==> config.mk <==
export PLATFORM = sky130hd
export DESIGN_NAME = acb_top
export DESIGN_NICKNAME = d
export VERILOG_FILES = /design/src/hw/acb_pkg.sv /design/src/hw/acb_conv_clock.sv /design/src/hw/acb_temp_sensor.sv /design/src/hw/acb_top.sv
export SDC_FILE = /design/constraint.sdc
export NUM_CORES = 1
export LEC_CHECK = 0
export BUFFER_PORTS_ARGS = -buffer_cell sky130_fd_sc_hd__buf_2
export CAP_MARGIN = 20
export CORE_MARGIN = 5
export CORE_UTILIZATION = 40
export CTS_CLUSTER_SIZE = 8
export DETAILED_ROUTE_END_ITERATION = 8
export GPL_ROUTABILITY_DRIVEN = 0
export REMOVE_ABC_BUFFERS = 1
export SYNTH_ARGS = -nofsm -noshare
export SYNTH_HDL_FRONTEND = slang
export SYNTH_SLANG_ARGS = --single-unit
==> constraint.sdc <==
create_clock -name clock_in -period 7 [get_ports clock_in]
set_input_delay 0.35 -clock clock_in [delete_from_list [all_inputs] [get_ports clock_in]]
set_output_delay 0.35 -clock clock_in [all_outputs]
set_load 0.01 [all_outputs]
==> src/hw/acb_pkg.sv <==
// Purpose: Shared constants and types for the analog control register bank
// Assumes: 200 MHz core clock, byte-wide registers on the serial control port
// Notes:   Converter clock periods are derived from their frequencies, soft-start cycles from its base time
package acb_pkg;

   // Clock
   localparam int unsigned CLK_KHZ = 200000;

   // Register offsets
   localparam logic [7:0] OFS_BIAS_CONTROL = 8'h0c;
   localparam logic [7:0] OFS_GAMMA_SENSOR_CONTROL = 8'h0d;
   localparam logic [7:0] OFS_CATHODE_MODE = 8'h0e;
   localparam logic [7:0] OFS_CATHODE_CONVERTER_CONTROL = 8'h0f;
   localparam logic [7:0] OFS_PIXEL_VOLTAGE_CEILING = 8'h10;
   localparam logic [7:0] OFS_CATHODE_LEVEL = 8'h11;
   localparam logic [7:0] OFS_PEAK_CURRENT_REFERENCE = 8'h12;
   localparam logic [7:0] OFS_DIMMING_LEVEL = 8'h13;
   localparam logic [7:0] OFS_SENSOR_GAIN = 8'h14;
   localparam logic [7:0] OFS_SENSOR_OFFSET = 8'h15;
   localparam logic [7:0] OFS_SENSOR_UPDATE_INTERVAL = 8'h16;
   localparam logic [7:0] OFS_TEMPERATURE_READING = 8'h17;

   // Reset values
   localparam logic [7:0] RST_BIAS_CONTROL = 8'h03;
   localparam logic [7:0] RST_GAMMA_SENSOR_CONTROL = 8'h07;
   localparam logic [7:0] RST_CATHODE_MODE = 8'h00;
   localparam logic [7:0] RST_CATHODE_CONVERTER_CONTROL = 8'h3d;
   localparam logic [7:0] RST_PIXEL_VOLTAGE_CEILING = 8'h0d;
   localparam logic [7:0] RST_CATHODE_LEVEL = 8'h51;
   localparam logic [7:0] RST_PEAK_CURRENT_REFERENCE = 8'h00;
   localparam logic [7:0] RST_DIMMING_LEVEL = 8'h64;
   localparam logic [7:0] RST_SENSOR_GAIN = 8'h19;
   localparam logic [7:0] RST_SENSOR_OFFSET = 8'h5d;
   localparam logic [7:0] RST_SENSOR_UPDATE_INTERVAL = 8'hfe;
   localparam logic [7:0] RST_TEMPERATURE_READING = 8'h00;

   // Field positions
   localparam int unsigned POS_EXT_REF = 7;
   localparam int unsigned POS_BIAS_LSB = 0;
   localparam int unsigned POS_PUMP_HOLD = 7;
   localparam int unsigned POS_GSENSE_HOLD = 6;
   localparam int unsigned POS_GSTEP_LSB = 0;
   localparam int unsigned POS_ISENSE_LSB = 2;
   localparam int unsigned POS_MODE_LSB = 0;
   localparam int unsigned POS_SS_BYPASS = 7;
   localparam int unsigned POS_DUTY_LSB = 4;
   localparam int unsigned POS_FREQ_LSB = 2;
   localparam int unsigned POS_SS_LSB = 0;
   localparam int unsigned POS_COARSE_LSB = 5;
   localparam int unsigned POS_FINE_LSB = 0;

   // Field codes
   localparam logic [1:0] MODE_FIXED_CURRENT = 2'h0;
   localparam logic [1:0] MODE_CLAMPED_CURRENT = 2'h1;
   localparam logic [1:0] MODE_MANUAL_VOLTAGE = 2'h2;
   localparam logic [2:0] DUTY_HALF = 3'h3;
   localparam logic [2:0] DUTY_FORBIDDEN = 3'h7;
   localparam logic [2:0] GSTEP_FULL = 3'h7;
   localparam logic [2:0] COARSE_MAX = 3'h4;
   localparam logic [6:0] DIM_UNITY = 7'h64;
   localparam logic [7:0] INTERVAL_MIN = 8'h02;

   // Converter clock frequencies in kHz
   localparam int unsigned FREQ0_KHZ = 125;
   localparam int unsigned FREQ1_KHZ = 250;
   localparam int unsigned FREQ2_KHZ = 500;
   localparam int unsigned FREQ3_KHZ = 900;
   localparam logic [10:0] PER0_CYC = 11'(CLK_KHZ / FREQ0_KHZ);
   localparam logic [10:0] PER1_CYC = 11'(CLK_KHZ / FREQ1_KHZ);
   localparam logic [10:0] PER2_CYC = 11'(CLK_KHZ / FREQ2_KHZ);
   localparam logic [10:0] PER3_CYC = 11'(CLK_KHZ / FREQ3_KHZ);

   // Soft-start base time; codes double it
   localparam int unsigned SS_BASE_MS = 2;
   localparam int unsigned SS_BASE_CYC = SS_BASE_MS * CLK_KHZ;

   // Grouped decoded converter settings
   typedef struct packed {
      logic [1:0] freq;
      logic [2:0] duty;
      logic [1:0] ss_code;
      logic ss_bypass;
   } acb_conv_cfg_t;

   typedef enum logic [2:0] {
      SS_IDLE = 3'b001,
      SS_RAMP = 3'b010,
      SS_DONE = 3'b100
   } acb_ss_state_t;

   function automatic logic [10:0] conv_period(input logic [1:0] freq);
      case (freq)
         2'h0: conv_period = PER0_CYC;
         2'h1: conv_period = PER1_CYC;
         2'h2: conv_period = PER2_CYC;
         default: conv_period = PER3_CYC;
      endcase
   endfunction

   function automatic logic [10:0] conv_high(input logic [10:0] per, input logic [2:0] duty);
      logic [13:0] prod;
      logic [2:0] d;
      d = (duty == DUTY_FORBIDDEN) ? DUTY_HALF : duty;
      prod = 14'(per) * 14'({1'b0, d} + 4'h1);
      conv_high = prod[13:3];
   endfunction

endpackage

==> src/hw/acb_conv_clock.sv <==
// Purpose: Converter clock generator with selectable frequency and duty
// Assumes: Settings may change at any time; new values apply at next period
// Notes:   Output is registered
`timescale 1ns/1ps
`default_nettype none
module acb_conv_clock (
   // Clock and reset
   input wire logic clock_in,
   input wire logic rst_n_in,
   // Settings
   input wire logic [1:0] freq_in,
   input wire logic [2:0] duty_in,
   // Clock out
   output logic conv_clk_out
);
   import acb_pkg::*;

   logic [10:0] cnt_q;
   logic [10:0] per_q;
   logic [10:0] high_q;

   // Period and high time latched at each wrap
   always_ff @(posedge clock_in) begin
      if (!rst_n_in) begin
         cnt_q <= 11'h000;
         per_q <= PER3_CYC;
         high_q <= 11'(PER3_CYC >> 1);
      end else if (cnt_q >= per_q - 11'h001) begin
         cnt_q <= 11'h000;
         per_q <= conv_period(freq_in); // see [RQ11]
         high_q <= conv_high(conv_period(freq_in), duty_in); // see [RQ10]
      end else begin
         cnt_q <= cnt_q + 11'h001;
      end
   end

   always_ff @(posedge clock_in) begin
      if (!rst_n_in) begin
         conv_clk_out <= 1'b0;
      end else begin
         conv_clk_out <= (cnt_q < high_q); // see [RQ10]
      end
   end
endmodule
`default_nettype wire

==> src/hw/acb_temp_sensor.sv <==
// Purpose: Frame-paced temperature conversion control and saturating readout
// Assumes: Converter result arrives as a signed code with a valid strobe
// Notes:   Counter reloads after every update
`timescale 1ns/1ps
`default_nettype none
module acb_temp_sensor (
   // Clock and reset
   input wire logic clock_in,
   input wire logic rst_n_in,
   // Control
   input wire logic frame_start_in,
   input wire logic [7:0] interval_in,
   input wire logic powerdown_in,
   // Converter
   input wire logic adc_valid_in,
   input wire logic signed [9:0] adc_value_in,
   output logic convert_req_out,
   output logic sensor_power_out,
   // Result
   output logic [7:0] reading_out
);
   import acb_pkg::*;

   logic [7:0] frames_q;
   logic [7:0] interval_eff;

   // Codes below the valid range behave as the lowest valid one
   assign interval_eff = (interval_in < INTERVAL_MIN) ? INTERVAL_MIN : interval_in; // see [RQ18]

   // Counts frames; (interval + 1) frames between conversions
   always_ff @(posedge clock_in) begin
      if (!rst_n_in) begin
         frames_q <= 8'h00; // see [RQ23]
      end else if (powerdown_in) begin
         frames_q <= interval_eff;
      end else if (frame_start_in) begin
         if (frames_q == 8'h00) begin
            frames_q <= interval_eff; // see [RQ23] [RQ18] [RQ20]
         end else begin
            frames_q <= frames_q - 8'h01;
         end
      end
   end

   always_ff @(posedge clock_in) begin
      if (!rst_n_in) begin
         convert_req_out <= 1'b0;
      end else begin
         convert_req_out <= frame_start_in && frames_q == 8'h00 && !powerdown_in; // see [RQ22]
      end
   end

   always_ff @(posedge clock_in) begin
      if (!rst_n_in) begin
         sensor_power_out <= 1'b0;
      end else begin
         sensor_power_out <= !powerdown_in; // see [RQ22]
      end
   end

   // Saturating store, no wrap
   always_ff @(posedge clock_in) begin
      if (!rst_n_in) begin
         reading_out <= RST_TEMPERATURE_READING;
      end else if (adc_valid_in && !powerdown_in) begin
         if (adc_value_in < 0) begin
            reading_out <= 8'h00; // see [RQ21]
         end else if (adc_value_in > 10'sd255) begin
            reading_out <= 8'hff; // see [RQ21]
         end else begin
            reading_out <= adc_value_in[7:0]; // see [RQ19]
         end
      end
   end
endmodule
`default_nettype wire

==> src/hw/acb_top.sv <==
// Purpose: Analog control register bank of the display core
// Assumes: Register port is the internal side of the serial control port
// Notes:   All outputs registered; analog circuits sit outside
//
// How it works
// [RQ1] Reference-select bit 1 picks external reference, 0 internal default.
// [RQ2] Three-bit pixel bias; 000 sink off, 111 maximum, 3 recommended.
// [RQ3] Pump-hold bit suspends converter switching during gamma sampling.
// [RQ4] Gamma sense hold bit: 0 bypass hold, 1 activate hold.
// [RQ5] Gamma current step code n gives reference over 2^(7-n).
// [RQ6] Controller waits 10 ms after a step change, samples in blanking.
// [RQ7] Sense field 00 off, else on; overcurrent while on stops pump drive.
// [RQ8] Mode 00 fixed current, 01 clamped current, 10 manual voltage.
// [RQ9] Soft-start bypass bit skips soft-start; default applies it.
// [RQ10] Converter clock duty from 1:7 to 7:1; 3 is 1:1, 7 unused.
// [RQ11] Converter clock 125, 250, 500 or 900 kHz; 900 default.
// [RQ12] Soft-start lasts 2, 4, 8 or 16 ms; 4 ms default.
// [RQ13] Eight-bit pixel voltage ceiling code, default 0x0d, linear drop.
// [RQ14] Cathode level register is fixed target in modes 01 and 10.
// [RQ15] Peak current factor is coarse step plus fine thirty-seconds.
// [RQ16] Dimming scales luminance in 1 percent steps up to 127 percent.
// [RQ17] Dimming only acts in mode 00; otherwise no effect.
// [RQ18] Temperature refreshes every interval plus one frames; 2..255 valid.
// [RQ19] Each temperature sample lands in an eight-bit read-only register.
// [RQ20] Default interval refreshes temperature every 255 frames.
// [RQ21] Temperature reading saturates at 0 and 0xff.
// [RQ22] Sensor power-down stops sensing.
// [RQ23] Frame counter reloads after update, triggers on expiry, clears at reset.
`timescale 1ns/1ps
`default_nettype none
module acb_top #(
   parameter int unsigned SS_BASE_CYCLES = acb_pkg::SS_BASE_CYC
) (
   // Clock and reset
   input wire logic clock_in,
   input wire logic rst_n_in,
   // Register port
   input wire logic [7:0] reg_addr_in,
   input wire logic [7:0] reg_wdata_in,
   input wire logic reg_wr_in,
   input wire logic reg_rd_in,
   output logic [7:0] reg_rdata_out,
   // Analog status
   input wire logic gamma_sample_in,
   input wire logic overcurrent_in,
   input wire logic frame_start_in,
   input wire logic temp_sensor_powerdown_in,
   input wire logic temp_adc_valid_in,
   input wire logic signed [9:0] temp_adc_value_in,
   // Bias and gamma sensor controls
   output logic external_ref_select_out,
   output logic [2:0] pixel_bias_level_out,
   output logic pixel_sink_enable_out,
   output logic gamma_sense_hold_enable_out,
   output logic [7:0] gamma_sensor_current_step_out,
   // Cathode converter controls
   output logic converter_pump_drive_out,
   output logic cathode_overcurrent_sense_enable_out,
   output logic fixed_current_regulation_out,
   output logic clamped_current_regulation_out,
   output logic manual_voltage_out,
   output logic [7:0] cathode_level_setting_out,
   output logic softstart_active_out,
   // Luminance and ceiling
   output logic [7:0] pixel_voltage_ceiling_out,
   output logic [7:0] peak_current_factor_out,
   output logic [6:0] dimming_scale_out,
   output logic [14:0] peak_luminance_out,
   // Temperature sensor
   output logic temp_convert_req_out,
   output logic temp_sensor_power_out,
   output logic [7:0] sensor_gain_out,
   output logic [7:0] sensor_offset_out
);
   import acb_pkg::*;

   logic [7:0] bias_control_q;
   logic [7:0] gamma_sensor_control_q;
   logic [7:0] cathode_mode_q;
   logic [7:0] cathode_converter_control_q;
   logic [7:0] pixel_voltage_ceiling_q;
   logic [7:0] cathode_level_q;
   logic [7:0] peak_current_reference_q;
   logic [7:0] dimming_level_q;
   logic [7:0] sensor_gain_q;
   logic [7:0] sensor_offset_q;
   logic [7:0] sensor_update_interval_q;
   logic [7:0] temperature_reading;
   logic [7:0] rdata_d;
   acb_conv_cfg_t conv_cfg;
   logic [1:0] conv_mode;
   logic sense_on;
   logic conv_clk;
   logic [2:0] coarse;
   logic [7:0] factor_d;
   logic [6:0] dim_d;
   acb_ss_state_t ss_state_q;
   logic [23:0] ss_cnt_q;
   logic [23:0] ss_len;

   // Register writes; the reading register ignores writes
   always_ff @(posedge clock_in) begin
      if (!rst_n_in) begin
         bias_control_q <= RST_BIAS_CONTROL;
         gamma_sensor_control_q <= RST_GAMMA_SENSOR_CONTROL;
         cathode_mode_q <= RST_CATHODE_MODE;
         cathode_converter_control_q <= RST_CATHODE_CONVERTER_CONTROL;
         pixel_voltage_ceiling_q <= RST_PIXEL_VOLTAGE_CEILING;
         cathode_level_q <= RST_CATHODE_LEVEL;
         peak_current_reference_q <= RST_PEAK_CURRENT_REFERENCE;
         dimming_level_q <= RST_DIMMING_LEVEL;
         sensor_gain_q <= RST_SENSOR_GAIN;
         sensor_offset_q <= RST_SENSOR_OFFSET;
         sensor_update_interval_q <= RST_SENSOR_UPDATE_INTERVAL;
      end else if (reg_wr_in) begin
         case (reg_addr_in)
            OFS_BIAS_CONTROL: bias_control_q <= reg_wdata_in;
            OFS_GAMMA_SENSOR_CONTROL: gamma_sensor_control_q <= reg_wdata_in;
            OFS_CATHODE_MODE: cathode_mode_q <= reg_wdata_in;
            OFS_CATHODE_CONVERTER_CONTROL: cathode_converter_control_q <= reg_wdata_in;
            OFS_PIXEL_VOLTAGE_CEILING: pixel_voltage_ceiling_q <= reg_wdata_in; // see [RQ13]
            OFS_CATHODE_LEVEL: cathode_level_q <= reg_wdata_in;
            OFS_PEAK_CURRENT_REFERENCE: peak_current_reference_q <= reg_wdata_in;
            OFS_DIMMING_LEVEL: dimming_level_q <= reg_wdata_in;
            OFS_SENSOR_GAIN: sensor_gain_q <= reg_wdata_in;
            OFS_SENSOR_OFFSET: sensor_offset_q <= reg_wdata_in;
            OFS_SENSOR_UPDATE_INTERVAL: sensor_update_interval_q <= reg_wdata_in;
            default: ;
         endcase
      end
   end

   // Read mux; unmapped offsets read zero
   always_comb begin
      case (reg_addr_in)
         OFS_BIAS_CONTROL: rdata_d = bias_control_q;
         OFS_GAMMA_SENSOR_CONTROL: rdata_d = gamma_sensor_control_q;
         OFS_CATHODE_MODE: rdata_d = cathode_mode_q;
         OFS_CATHODE_CONVERTER_CONTROL: rdata_d = cathode_converter_control_q;
         OFS_PIXEL_VOLTAGE_CEILING: rdata_d = pixel_voltage_ceiling_q;
         OFS_CATHODE_LEVEL: rdata_d = cathode_level_q;
         OFS_PEAK_CURRENT_REFERENCE: rdata_d = peak_current_reference_q;
         OFS_DIMMING_LEVEL: rdata_d = dimming_level_q;
         OFS_SENSOR_GAIN: rdata_d = sensor_gain_q;
         OFS_SENSOR_OFFSET: rdata_d = sensor_offset_q;
         OFS_SENSOR_UPDATE_INTERVAL: rdata_d = sensor_update_interval_q;
         OFS_TEMPERATURE_READING: rdata_d = temperature_reading; // see [RQ19]
         default: rdata_d = 8'h00;
      endcase
   end

   always_ff @(posedge clock_in) begin
      if (!rst_n_in) begin
         reg_rdata_out <= 8'h00;
      end else if (reg_rd_in) begin
         reg_rdata_out <= rdata_d;
      end
   end

   // Bias and reference
   always_ff @(posedge clock_in) begin
      if (!rst_n_in) begin
         external_ref_select_out <= 1'b0;
         pixel_bias_level_out <= 3'h0;
         pixel_sink_enable_out <= 1'b0;
      end else begin
         external_ref_select_out <= bias_control_q[POS_EXT_REF]; // see [RQ1]
         pixel_bias_level_out <= bias_control_q[POS_BIAS_LSB +: 3]; // see [RQ2]
         pixel_sink_enable_out <= bias_control_q[POS_BIAS_LSB +: 3] != 3'h0; // see [RQ2]
      end
   end

   // Gamma sensor: one-hot divisor select, bit 7 is full reference
   always_ff @(posedge clock_in) begin
      if (!rst_n_in) begin
         gamma_sense_hold_enable_out <= 1'b0;
         gamma_sensor_current_step_out <= 8'h80;
      end else begin
         gamma_sense_hold_enable_out <= gamma_sensor_control_q[POS_GSENSE_HOLD]; // see [RQ4]
         gamma_sensor_current_step_out <=
            8'h01 << gamma_sensor_control_q[POS_GSTEP_LSB +: 3]; // see [RQ5]
      end
   end

   // Converter mode decode
   assign conv_mode = cathode_mode_q[POS_MODE_LSB +: 2];
   assign sense_on = cathode_mode_q[POS_ISENSE_LSB +: 2] != 2'h0;

   always_ff @(posedge clock_in) begin
      if (!rst_n_in) begin
         fixed_current_regulation_out <= 1'b1;
         clamped_current_regulation_out <= 1'b0;
         manual_voltage_out <= 1'b0;
         cathode_overcurrent_sense_enable_out <= 1'b0;
         cathode_level_setting_out <= RST_CATHODE_LEVEL;
      end else begin
         fixed_current_regulation_out <= conv_mode == MODE_FIXED_CURRENT; // see [RQ8]
         clamped_current_regulation_out <= conv_mode == MODE_CLAMPED_CURRENT; // see [RQ8]
         manual_voltage_out <= conv_mode == MODE_MANUAL_VOLTAGE; // see [RQ8]
         cathode_overcurrent_sense_enable_out <= sense_on; // see [RQ7]
         cathode_level_setting_out <= cathode_level_q; // see [RQ14]
      end
   end

   // Converter clock settings
   assign conv_cfg.freq = cathode_converter_control_q[POS_FREQ_LSB +: 2];
   assign conv_cfg.duty = cathode_converter_control_q[POS_DUTY_LSB +: 3];
   assign conv_cfg.ss_code = cathode_converter_control_q[POS_SS_LSB +: 2];
   assign conv_cfg.ss_bypass = cathode_converter_control_q[POS_SS_BYPASS];

   acb_conv_clock u_conv_clock (
      .clock_in(clock_in),
      .rst_n_in(rst_n_in),
      .freq_in(conv_cfg.freq),
      .duty_in(conv_cfg.duty),
      .conv_clk_out(conv_clk)
   );

   // Soft-start timer after reset
   assign ss_len = 24'(SS_BASE_CYCLES) << conv_cfg.ss_code; // see [RQ12]

   always_ff @(posedge clock_in) begin
      if (!rst_n_in) begin
         ss_state_q <= SS_IDLE;
         ss_cnt_q <= 24'h000000;
      end else begin
         case (ss_state_q)
            SS_IDLE: begin
               ss_cnt_q <= 24'h000000;
               ss_state_q <= conv_cfg.ss_bypass ? SS_DONE : SS_RAMP; // see [RQ9]
            end
            SS_RAMP: begin
               if (conv_cfg.ss_bypass || ss_cnt_q >= ss_len - 24'h000001) begin
                  ss_state_q <= SS_DONE; // see [RQ9] [RQ12]
               end else begin
                  ss_cnt_q <= ss_cnt_q + 24'h000001;
               end
            end
            SS_DONE: ss_state_q <= SS_DONE;
            default: ss_state_q <= SS_IDLE;
         endcase
      end
   end

   always_ff @(posedge clock_in) begin
      if (!rst_n_in) begin
         softstart_active_out <= 1'b1;
      end else begin
         softstart_active_out <= ss_state_q != SS_DONE;
      end
   end

   // Pump drive gated by sampling hold and overcurrent
   always_ff @(posedge clock_in) begin
      if (!rst_n_in) begin
         converter_pump_drive_out <= 1'b0;
      end else if (gamma_sensor_control_q[POS_PUMP_HOLD] && gamma_sample_in) begin
         converter_pump_drive_out <= 1'b0; // see [RQ3]
      end else if (sense_on && overcurrent_in) begin
         converter_pump_drive_out <= 1'b0; // see [RQ7]
      end else begin
         converter_pump_drive_out <= conv_clk;
      end
   end

   // Peak current factor in 1/32 units; coarse codes above max saturate
   assign coarse = (peak_current_reference_q[POS_COARSE_LSB +: 3] > COARSE_MAX) ?
      COARSE_MAX : peak_current_reference_q[POS_COARSE_LSB +: 3];

   always_comb begin
      case (coarse)
         3'h0: factor_d = 8'h00;
         3'h1: factor_d = 8'h10;
         default: factor_d = 8'({coarse, 5'h00} - 8'h10);
      endcase
      factor_d = factor_d + {3'h0, peak_current_reference_q[POS_FINE_LSB +: 5]}; // see [RQ15]
   end

   // Dimming only applies in fixed-current mode
   assign dim_d = (conv_mode == MODE_FIXED_CURRENT) ? dimming_level_q[6:0] : DIM_UNITY; // see [RQ17]

   always_ff @(posedge clock_in) begin
      if (!rst_n_in) begin
         peak_current_factor_out <= 8'h00;
         dimming_scale_out <= DIM_UNITY;
         peak_luminance_out <= 15'h0000;
         pixel_voltage_ceiling_out <= RST_PIXEL_VOLTAGE_CEILING;
      end else begin
         peak_current_factor_out <= factor_d; // see [RQ15]
         dimming_scale_out <= dim_d; // see [RQ16]
         peak_luminance_out <= 15'(factor_d * dim_d); // see [RQ16]
         pixel_voltage_ceiling_out <= pixel_voltage_ceiling_q; // see [RQ13]
      end
   end

   // Temperature sensor
   acb_temp_sensor u_temp_sensor (
      .clock_in(clock_in),
      .rst_n_in(rst_n_in),
      .frame_start_in(frame_start_in),
      .interval_in(sensor_update_interval_q),
      .powerdown_in(temp_sensor_powerdown_in),
      .adc_valid_in(temp_adc_valid_in),
      .adc_value_in(temp_adc_value_in),
      .convert_req_out(temp_convert_req_out),
      .sensor_power_out(temp_sensor_power_out),
      .reading_out(temperature_reading)
   );

   always_ff @(posedge clock_in) begin
      if (!rst_n_in) begin
         sensor_gain_out <= RST_SENSOR_GAIN;
         sensor_offset_out <= RST_SENSOR_OFFSET;
      end else begin
         sensor_gain_out <= sensor_gain_q;
         sensor_offset_out <= sensor_offset_q;
      end
   end
endmodule
`default_nettype wire

After elaboration in Yosys (flattened, before gate mapping)
Index checks and enable logic that the tools add are counted.

operators by class
  equal/unequal tests = 24
  add/subtract/negate cells = 8
  muxes and demuxes = 19
  shifts and indexed selects = 2
  bitwise operators = 1
  magnitude comparators = 7
  reduce and logical (&&, ||, !) cells = 29
  $mul = 2

operators by type and width
  cell                                                 count
  case mux 8 bit (12 select lines)                     1
  equality test 8 x 5 -> 1 bit, second input constant  8
  2-to-1 mux 8 bit                                     6
  case mux 24 bit (2 select lines)                     1
  case mux 11 bit (3 select lines)                     1
  equality test 8 x 4 -> 1 bit, second input constant  4
  adder 24 x 1 -> 24 bit, second input constant        1
  greater-or-equal comparator 24 bit                   1
  2-to-1 mux 24 bit                                    1
  AND reduction 2 bit                                  12
  left shift 19 x 2 -> 24 bit, first input constant    1
  subtractor 24 x 1 -> 24 bit, second input constant   1
  2-to-1 mux 11 bit                                    2
  case mux 8 bit (2 select lines)                      1
  multiplier 8 x 7 -> 15 bit                           1
  multiplier 11 x 14 -> 14 bit                         1
  2-to-1 mux 3 bit                                     4
  adder 11 x 1 -> 11 bit, second input constant        1
  greater-or-equal comparator 11 bit                   1
  < comparator 11 bit                                  1
  subtractor 11 x 1 -> 11 bit, second input constant   1
  > comparator 10 x 9 -> 1 bit, second input constant  1
  < comparator 10 x 1 -> 1 bit, second input constant  1
  case mux 3 bit (3 select lines)                      1
  other kinds (26)                                     38

word-level totals
  logic and storage cells = 132
  output and inout port bits = 92
  flip-flop bits (word level) = 257
  input bits = 35

Longest topological paths before layout
  depth after elaboration = 6
  gate-level depth with buffers = 23
  gate-level depth less buffers = 23

Cells and area by module
From an unflattened synthesis, not the netlist that was laid out.

second synthesis, totals
  cell total of the unflattened synthesis = 1510
  area, all modules = 14134.8 um^2

modules (own cells, without submodules)
  module           times used  area an instance (um^2)  seq. area each (um^2)  cells each
  acb_top          1           10368.7                  4103.9                 1056
  acb_conv_clock   1           2773.9                   600.6                  322
  acb_temp_sensor  1           992.2                    360.3                  132

Worst setup path before layout
OpenSTA, ideal clock, no wires.

  path kind = reg-to-reg
  from = register peak_current_reference_q[7]
  to = register peak_luminance_out[13]
  data required time = 6.885 ns
  slack = 1.516 ns
  period minus slack after synthesis = 5.484 ns
  arrival = 5.369 ns
  stages on the path, launching flop included = 23
  library setup time = 0.115 ns
  buffers on the path = 1
  cells stage by stage = dfxtp_1 > clkbuf_1 > nor2_1 > ha_1 > or3_1 > ha_1 > ha_1 > xnor2_1 > nand3_1 > fa_1 > fa_1 > inv_1 > fa_1 > inv_1 > fa_1 > inv_1 > ha_1 > a21o_1 > a31oi_1 > o21ai_0 > o41ai_1 > xnor2_1 > and2_1

on the way
  word-level cells in the longest chain between the ends = 6
  elaborated cells on any way between the ends = 8
  classes of those cells = add/sub (2); mul (1); order compare (1); eq/ne (1); mux (2); reduce/logical (1)

RTL lines
  item                                                     RTL line        RTL
  start, declared                                          acb_top.sv:83   logic [7:0] peak_current_reference_q;
  start signal, assigned                                   acb_top.sv:123  OFS_PEAK_CURRENT_REFERENCE: peak_current_reference_q <= reg_wdata_in;
  > comparator 3 bit                                       acb_top.sv:267  assign coarse = (peak_current_reference_q[POS_COARSE_LSB +: 3] > COARSE_MAX) ?
  2-to-1 mux 3 bit (*)                                     acb_top.sv:267
  subtractor 8 x 5 -> 8 bit, or another cell as far along  acb_top.sv:274  default: factor_d = 8'({coarse, 5'h00} - 8'h10);
  case mux 8 bit (2 select lines) (*)                      acb_top.sv:271  case (coarse)
  adder 8 x 5 -> 8 bit (*)                                 acb_top.sv:276  factor_d = factor_d + {3'h0, peak_current_reference_q[POS_FINE_LSB +: 5]};
  multiplier 8 x 7 -> 15 bit (*)                           acb_top.sv:291  peak_luminance_out <= 15'(factor_d * dim_d);
  end signal, assigned                                     acb_top.sv:291
  end, declared                                            acb_top.sv:68   output logic [14:0] peak_luminance_out,

Mark *: on every way between the ends. The rest lies on a longest branch, timed or not.
A chain may end at the register's enable or synchronous reset.

Final worst setup path
Ends and elaborated chain as after synthesis.

==> reports/summary.txt <==
Worst setup SP type - register
Post-synthesis mux area share - 0.0353
Main area contributors after synthesis - dfxtp_1 (37%), ha_1 (9.6%), fa_1 (6.6%), nand2_1 (4.6%), nor2_1 (3.9%)
Max_cap viols - 0
First-pass DRT Iterations - 6
Grt ovf - 0
Post-Synth Adder-Cell Area - 0.162
Fin. max-slew vios - 0
Synth Cell Area - 13,600 sq um
Seq/Total Area, Yosys - 0.372
Vias in the first global route - 11,200
TritonCTS clock tree - built
Final Cell Area - 15,600 sq um
Top post-synthesis cells by count - dfxtp_1 (253), nand2_1 (167), nor2_1 (140), ha_1 (104), nand3_1 (104)
Clk_skew - 0.0186 ns
Hold Fails Final Rpt - 0
Crit share post-route - 0.839
Worst slew pin tran - 1.06 ns
Vias/cell - 5.39
IO buf count - 126
# DRC - 0
Detailed-placement wirelength estimate - 25.0 mm
Worst r2r src - peak_current_reference_q[7]$_SDFFE_PN0P_
First DRT Iteration DRCs - 732
All-Layer GR Usage - 0.184
Simple-gate share of the synthesized area - 0.226
Required @ worst endpoint - 7.40 ns
Crit path capture type - register
Peak Freq - 0.170 GHz
Clock Latency Late Sink - 0.52 ns
Vias post-DR - 11,300
Dpl cell area - 14,600 sq um
Number of enable flip-flop cells after synthesis - 0
Syn. warnings - 0
Slowest CP cell - fa_1
Startpoint of the worst hold path - temp_sensor_powerdown_in
Critical Path Source - peak_current_reference_q[7]$_SDFFE_PN0P_
Yosys top cell by area - dfxtp_1
RSZ-0062 raised after global routing - false
Post-CTS resize count - 0
CP Cell Sequence - nor2_1 > ha_1 > or3_1 > ha_1 > ha_1 > xnor2_1 > nand3_1 > fa_1 > fa_1 > inv_1 > fa_1 > inv_1 > fa_1 > inv_1 > ha_1 > a21o_1 > a31oi_1 > o21ai_0 > o41ai_1 > xnor2_1 > and2_1
Top-count cell post-synth - dfxtp_1
Avg Inst Size Synth - 8.79 sq um
Post-synth ARST share - 0
WP buf/inv - 3
Share of cells above drive strength 1 - 0.133
FP Rows - 67
CP top delay family - adder cells
CP Max Fanout - 11
Final net count - 1,825
Setup_tns - 0 ns
Worst vdd ir - 139 uV
Post-Synthesis Cells - 1,549
Synth Area in Compound Gates - 0.123
Fill cells - 3,253
DRT Wirelength - 35.4 mm
Pwr Density - 212 nW/um^2
Yosys reg bits - 253
Largest net degree at the start of global routing - 75
Routed Antenna Nets - 0
Slowest stage delay, CP - 0.53 ns
Final Power - 3300 uW
Number of antenna violations at the first check in global routing - 1
Min Tclk post-route - 5.88 ns
H-tree depth - 2
Area delta synth->final - 14.3%
Core outline area - 33,600 sq um
Xor and xnor area share after synthesis - 0.0341
Combinational family with the most area after synthesis - simple AND/OR/NAND/NOR gates
Initial core utilization - 0.405
Clk sink count - 253
Die W - 195 um
Rel. slew slack - 0.292
Cts hold-fix bufs - 0
Longest Clk Path Bufs - 3
Number of post-CTS setup repair buffers - 0
Root Driver - clkbuf_16
I/O pin total - 127
Worst Path Arrival - 6.28 ns
Leakage - 0.00685 uW
Die area - 37,800 sq um
Clock Pin Slew Worst Setup and Hold Paths - 0.05 ns
WL per Instance - 16.9 um
Top FF cell, synth - dfxtp_1
CTS buffer count - 37
Status - completed
Critical path class - register to register
Unique masters post-synth - 67
Worst hold path type - input pin to register
Share of the synthesized area in the top cell type - 0.372
Die Y - 195 um
Final setup fails - 0
First-pass GRT wire length - 58.5 mm
## worst paths after layout
kind / endpoint / cells past startpoint / slack, ns
worst max-delay path: peak_luminance_out[13]$_SDFF_PN0_ / 21 / 1.12
worst min-delay path: u_temp_sensor.sensor_power_out$_SDFF_PN0_ / 2 / 0.06
worst max register to register: peak_luminance_out[13]$_SDFF_PN0_ / 21 / 1.12
worst min register to register: dimming_level_q[7]$_SDFFE_PN0P_ / 2 / 0.46
## area by class of cell
| class | instances | area, sq um | share of cell area |
|---|---|---|---|
| multi-input cells | 1128 | 7920 | 0.509 |
| flip-flops and latches | 253 | 5060 | 0.325 |
| clock buffers | 39 | 943 | 0.0606 |
| repair buffers | 138 | 723 | 0.0465 |
| well taps | 448 | 561 | 0.0360 |
| inverters | 83 | 312 | 0.0200 |
| clock inverters | 3 | 41.3 | 0.00265 |
| diodes | 1 | 2.50 | 0.000161 |
## layout by cell type, fill, tap and decap left out, types with 4 or more instances in the layout
cell type  synthesis  final
dfxtp_1          253    253
nand2_1          167    167
nor2_1           140    140
buf_2              3    125
nand3_1          104    104
ha_1             104    104
a21oi_1           96     95
inv_1             83     82
and2_1            60     60
fa_1              45     45
o21ai_0           41     41
xnor2_1           37     37
clkbuf_16          0     37
and3_1            32     32
mux2i_1           30     30
nor3_1            29     29
nand2b_1          29     29
nor2b_1           17     17
xor2_1            16     16
a21o_1            15     15
a221oi_1          15     15
nand4_1           13     13
buf_4              0     13
or3_1             12     12
a211oi_1          10     10
a31oi_1            9      9
a222oi_1           8      8
mux4_2             8      8
o211ai_1           8      8
or2_2              6      6
nand3b_1           5      5
a22oi_1            4      4
and4_1             4      4
a211oi_2           4      4
a31o_2             4      4
nor3b_1            4      4
## cells by family after synthesis
logic type,Yosys count
and+or+nand+nor,634
muxes,38
buffers and inverters,170
xor gates and xnor gates,53
adders and majority gates,149
AOI/OAI and AO/OA,251
DFF,253
other,1
## per-stage QoR
stage / utilization / cells / setup WS (ns) / hold slack [ns]
2_1_floorplan: - / 1464 / 1.59 / 0.412
3_3_place_gp: 0.434 / 2050 / 1.26 / 0.452
3_5_place_dp: 0.434 / 2050 / 1.16 / 0.450
4_1_cts: 0.463 / 2092 / 1.11 / 0.0343
5_1_grt: 0.463 / 2093 / 0.707 / 0.0597
6_report: 0.463 / 2093 / 1.12 / 0.0564
## report_power, final
part | internal [uW] | switching [uW] | leakage, uW
Sequential | 1470 | 25.5 | 0.00205
Clock | 946 | 617 | 0.000483
Combinational | 77.8 | 166 | 0.00432
## sequential cells by signal, indices dropped and copies added (netlist names), 11 cells and up
name                 count
u_conv_clock.high_q     11
u_conv_clock.cnt_q      11
peak_luminance_out      15
ss_cnt_q                24
## layer usage
metal / vias up / GRT usage / share of wire
met5: - / 0 / 0
met2: 311 / 0.302 / 0.47
met3: 78 / 0.0390 / 0.058
li1: 5494 / - / -
met4: 0 / 0.0656 / 0.033
met1: 5395 / 0.240 / 0.44
(Power assumes the default switching activity.)
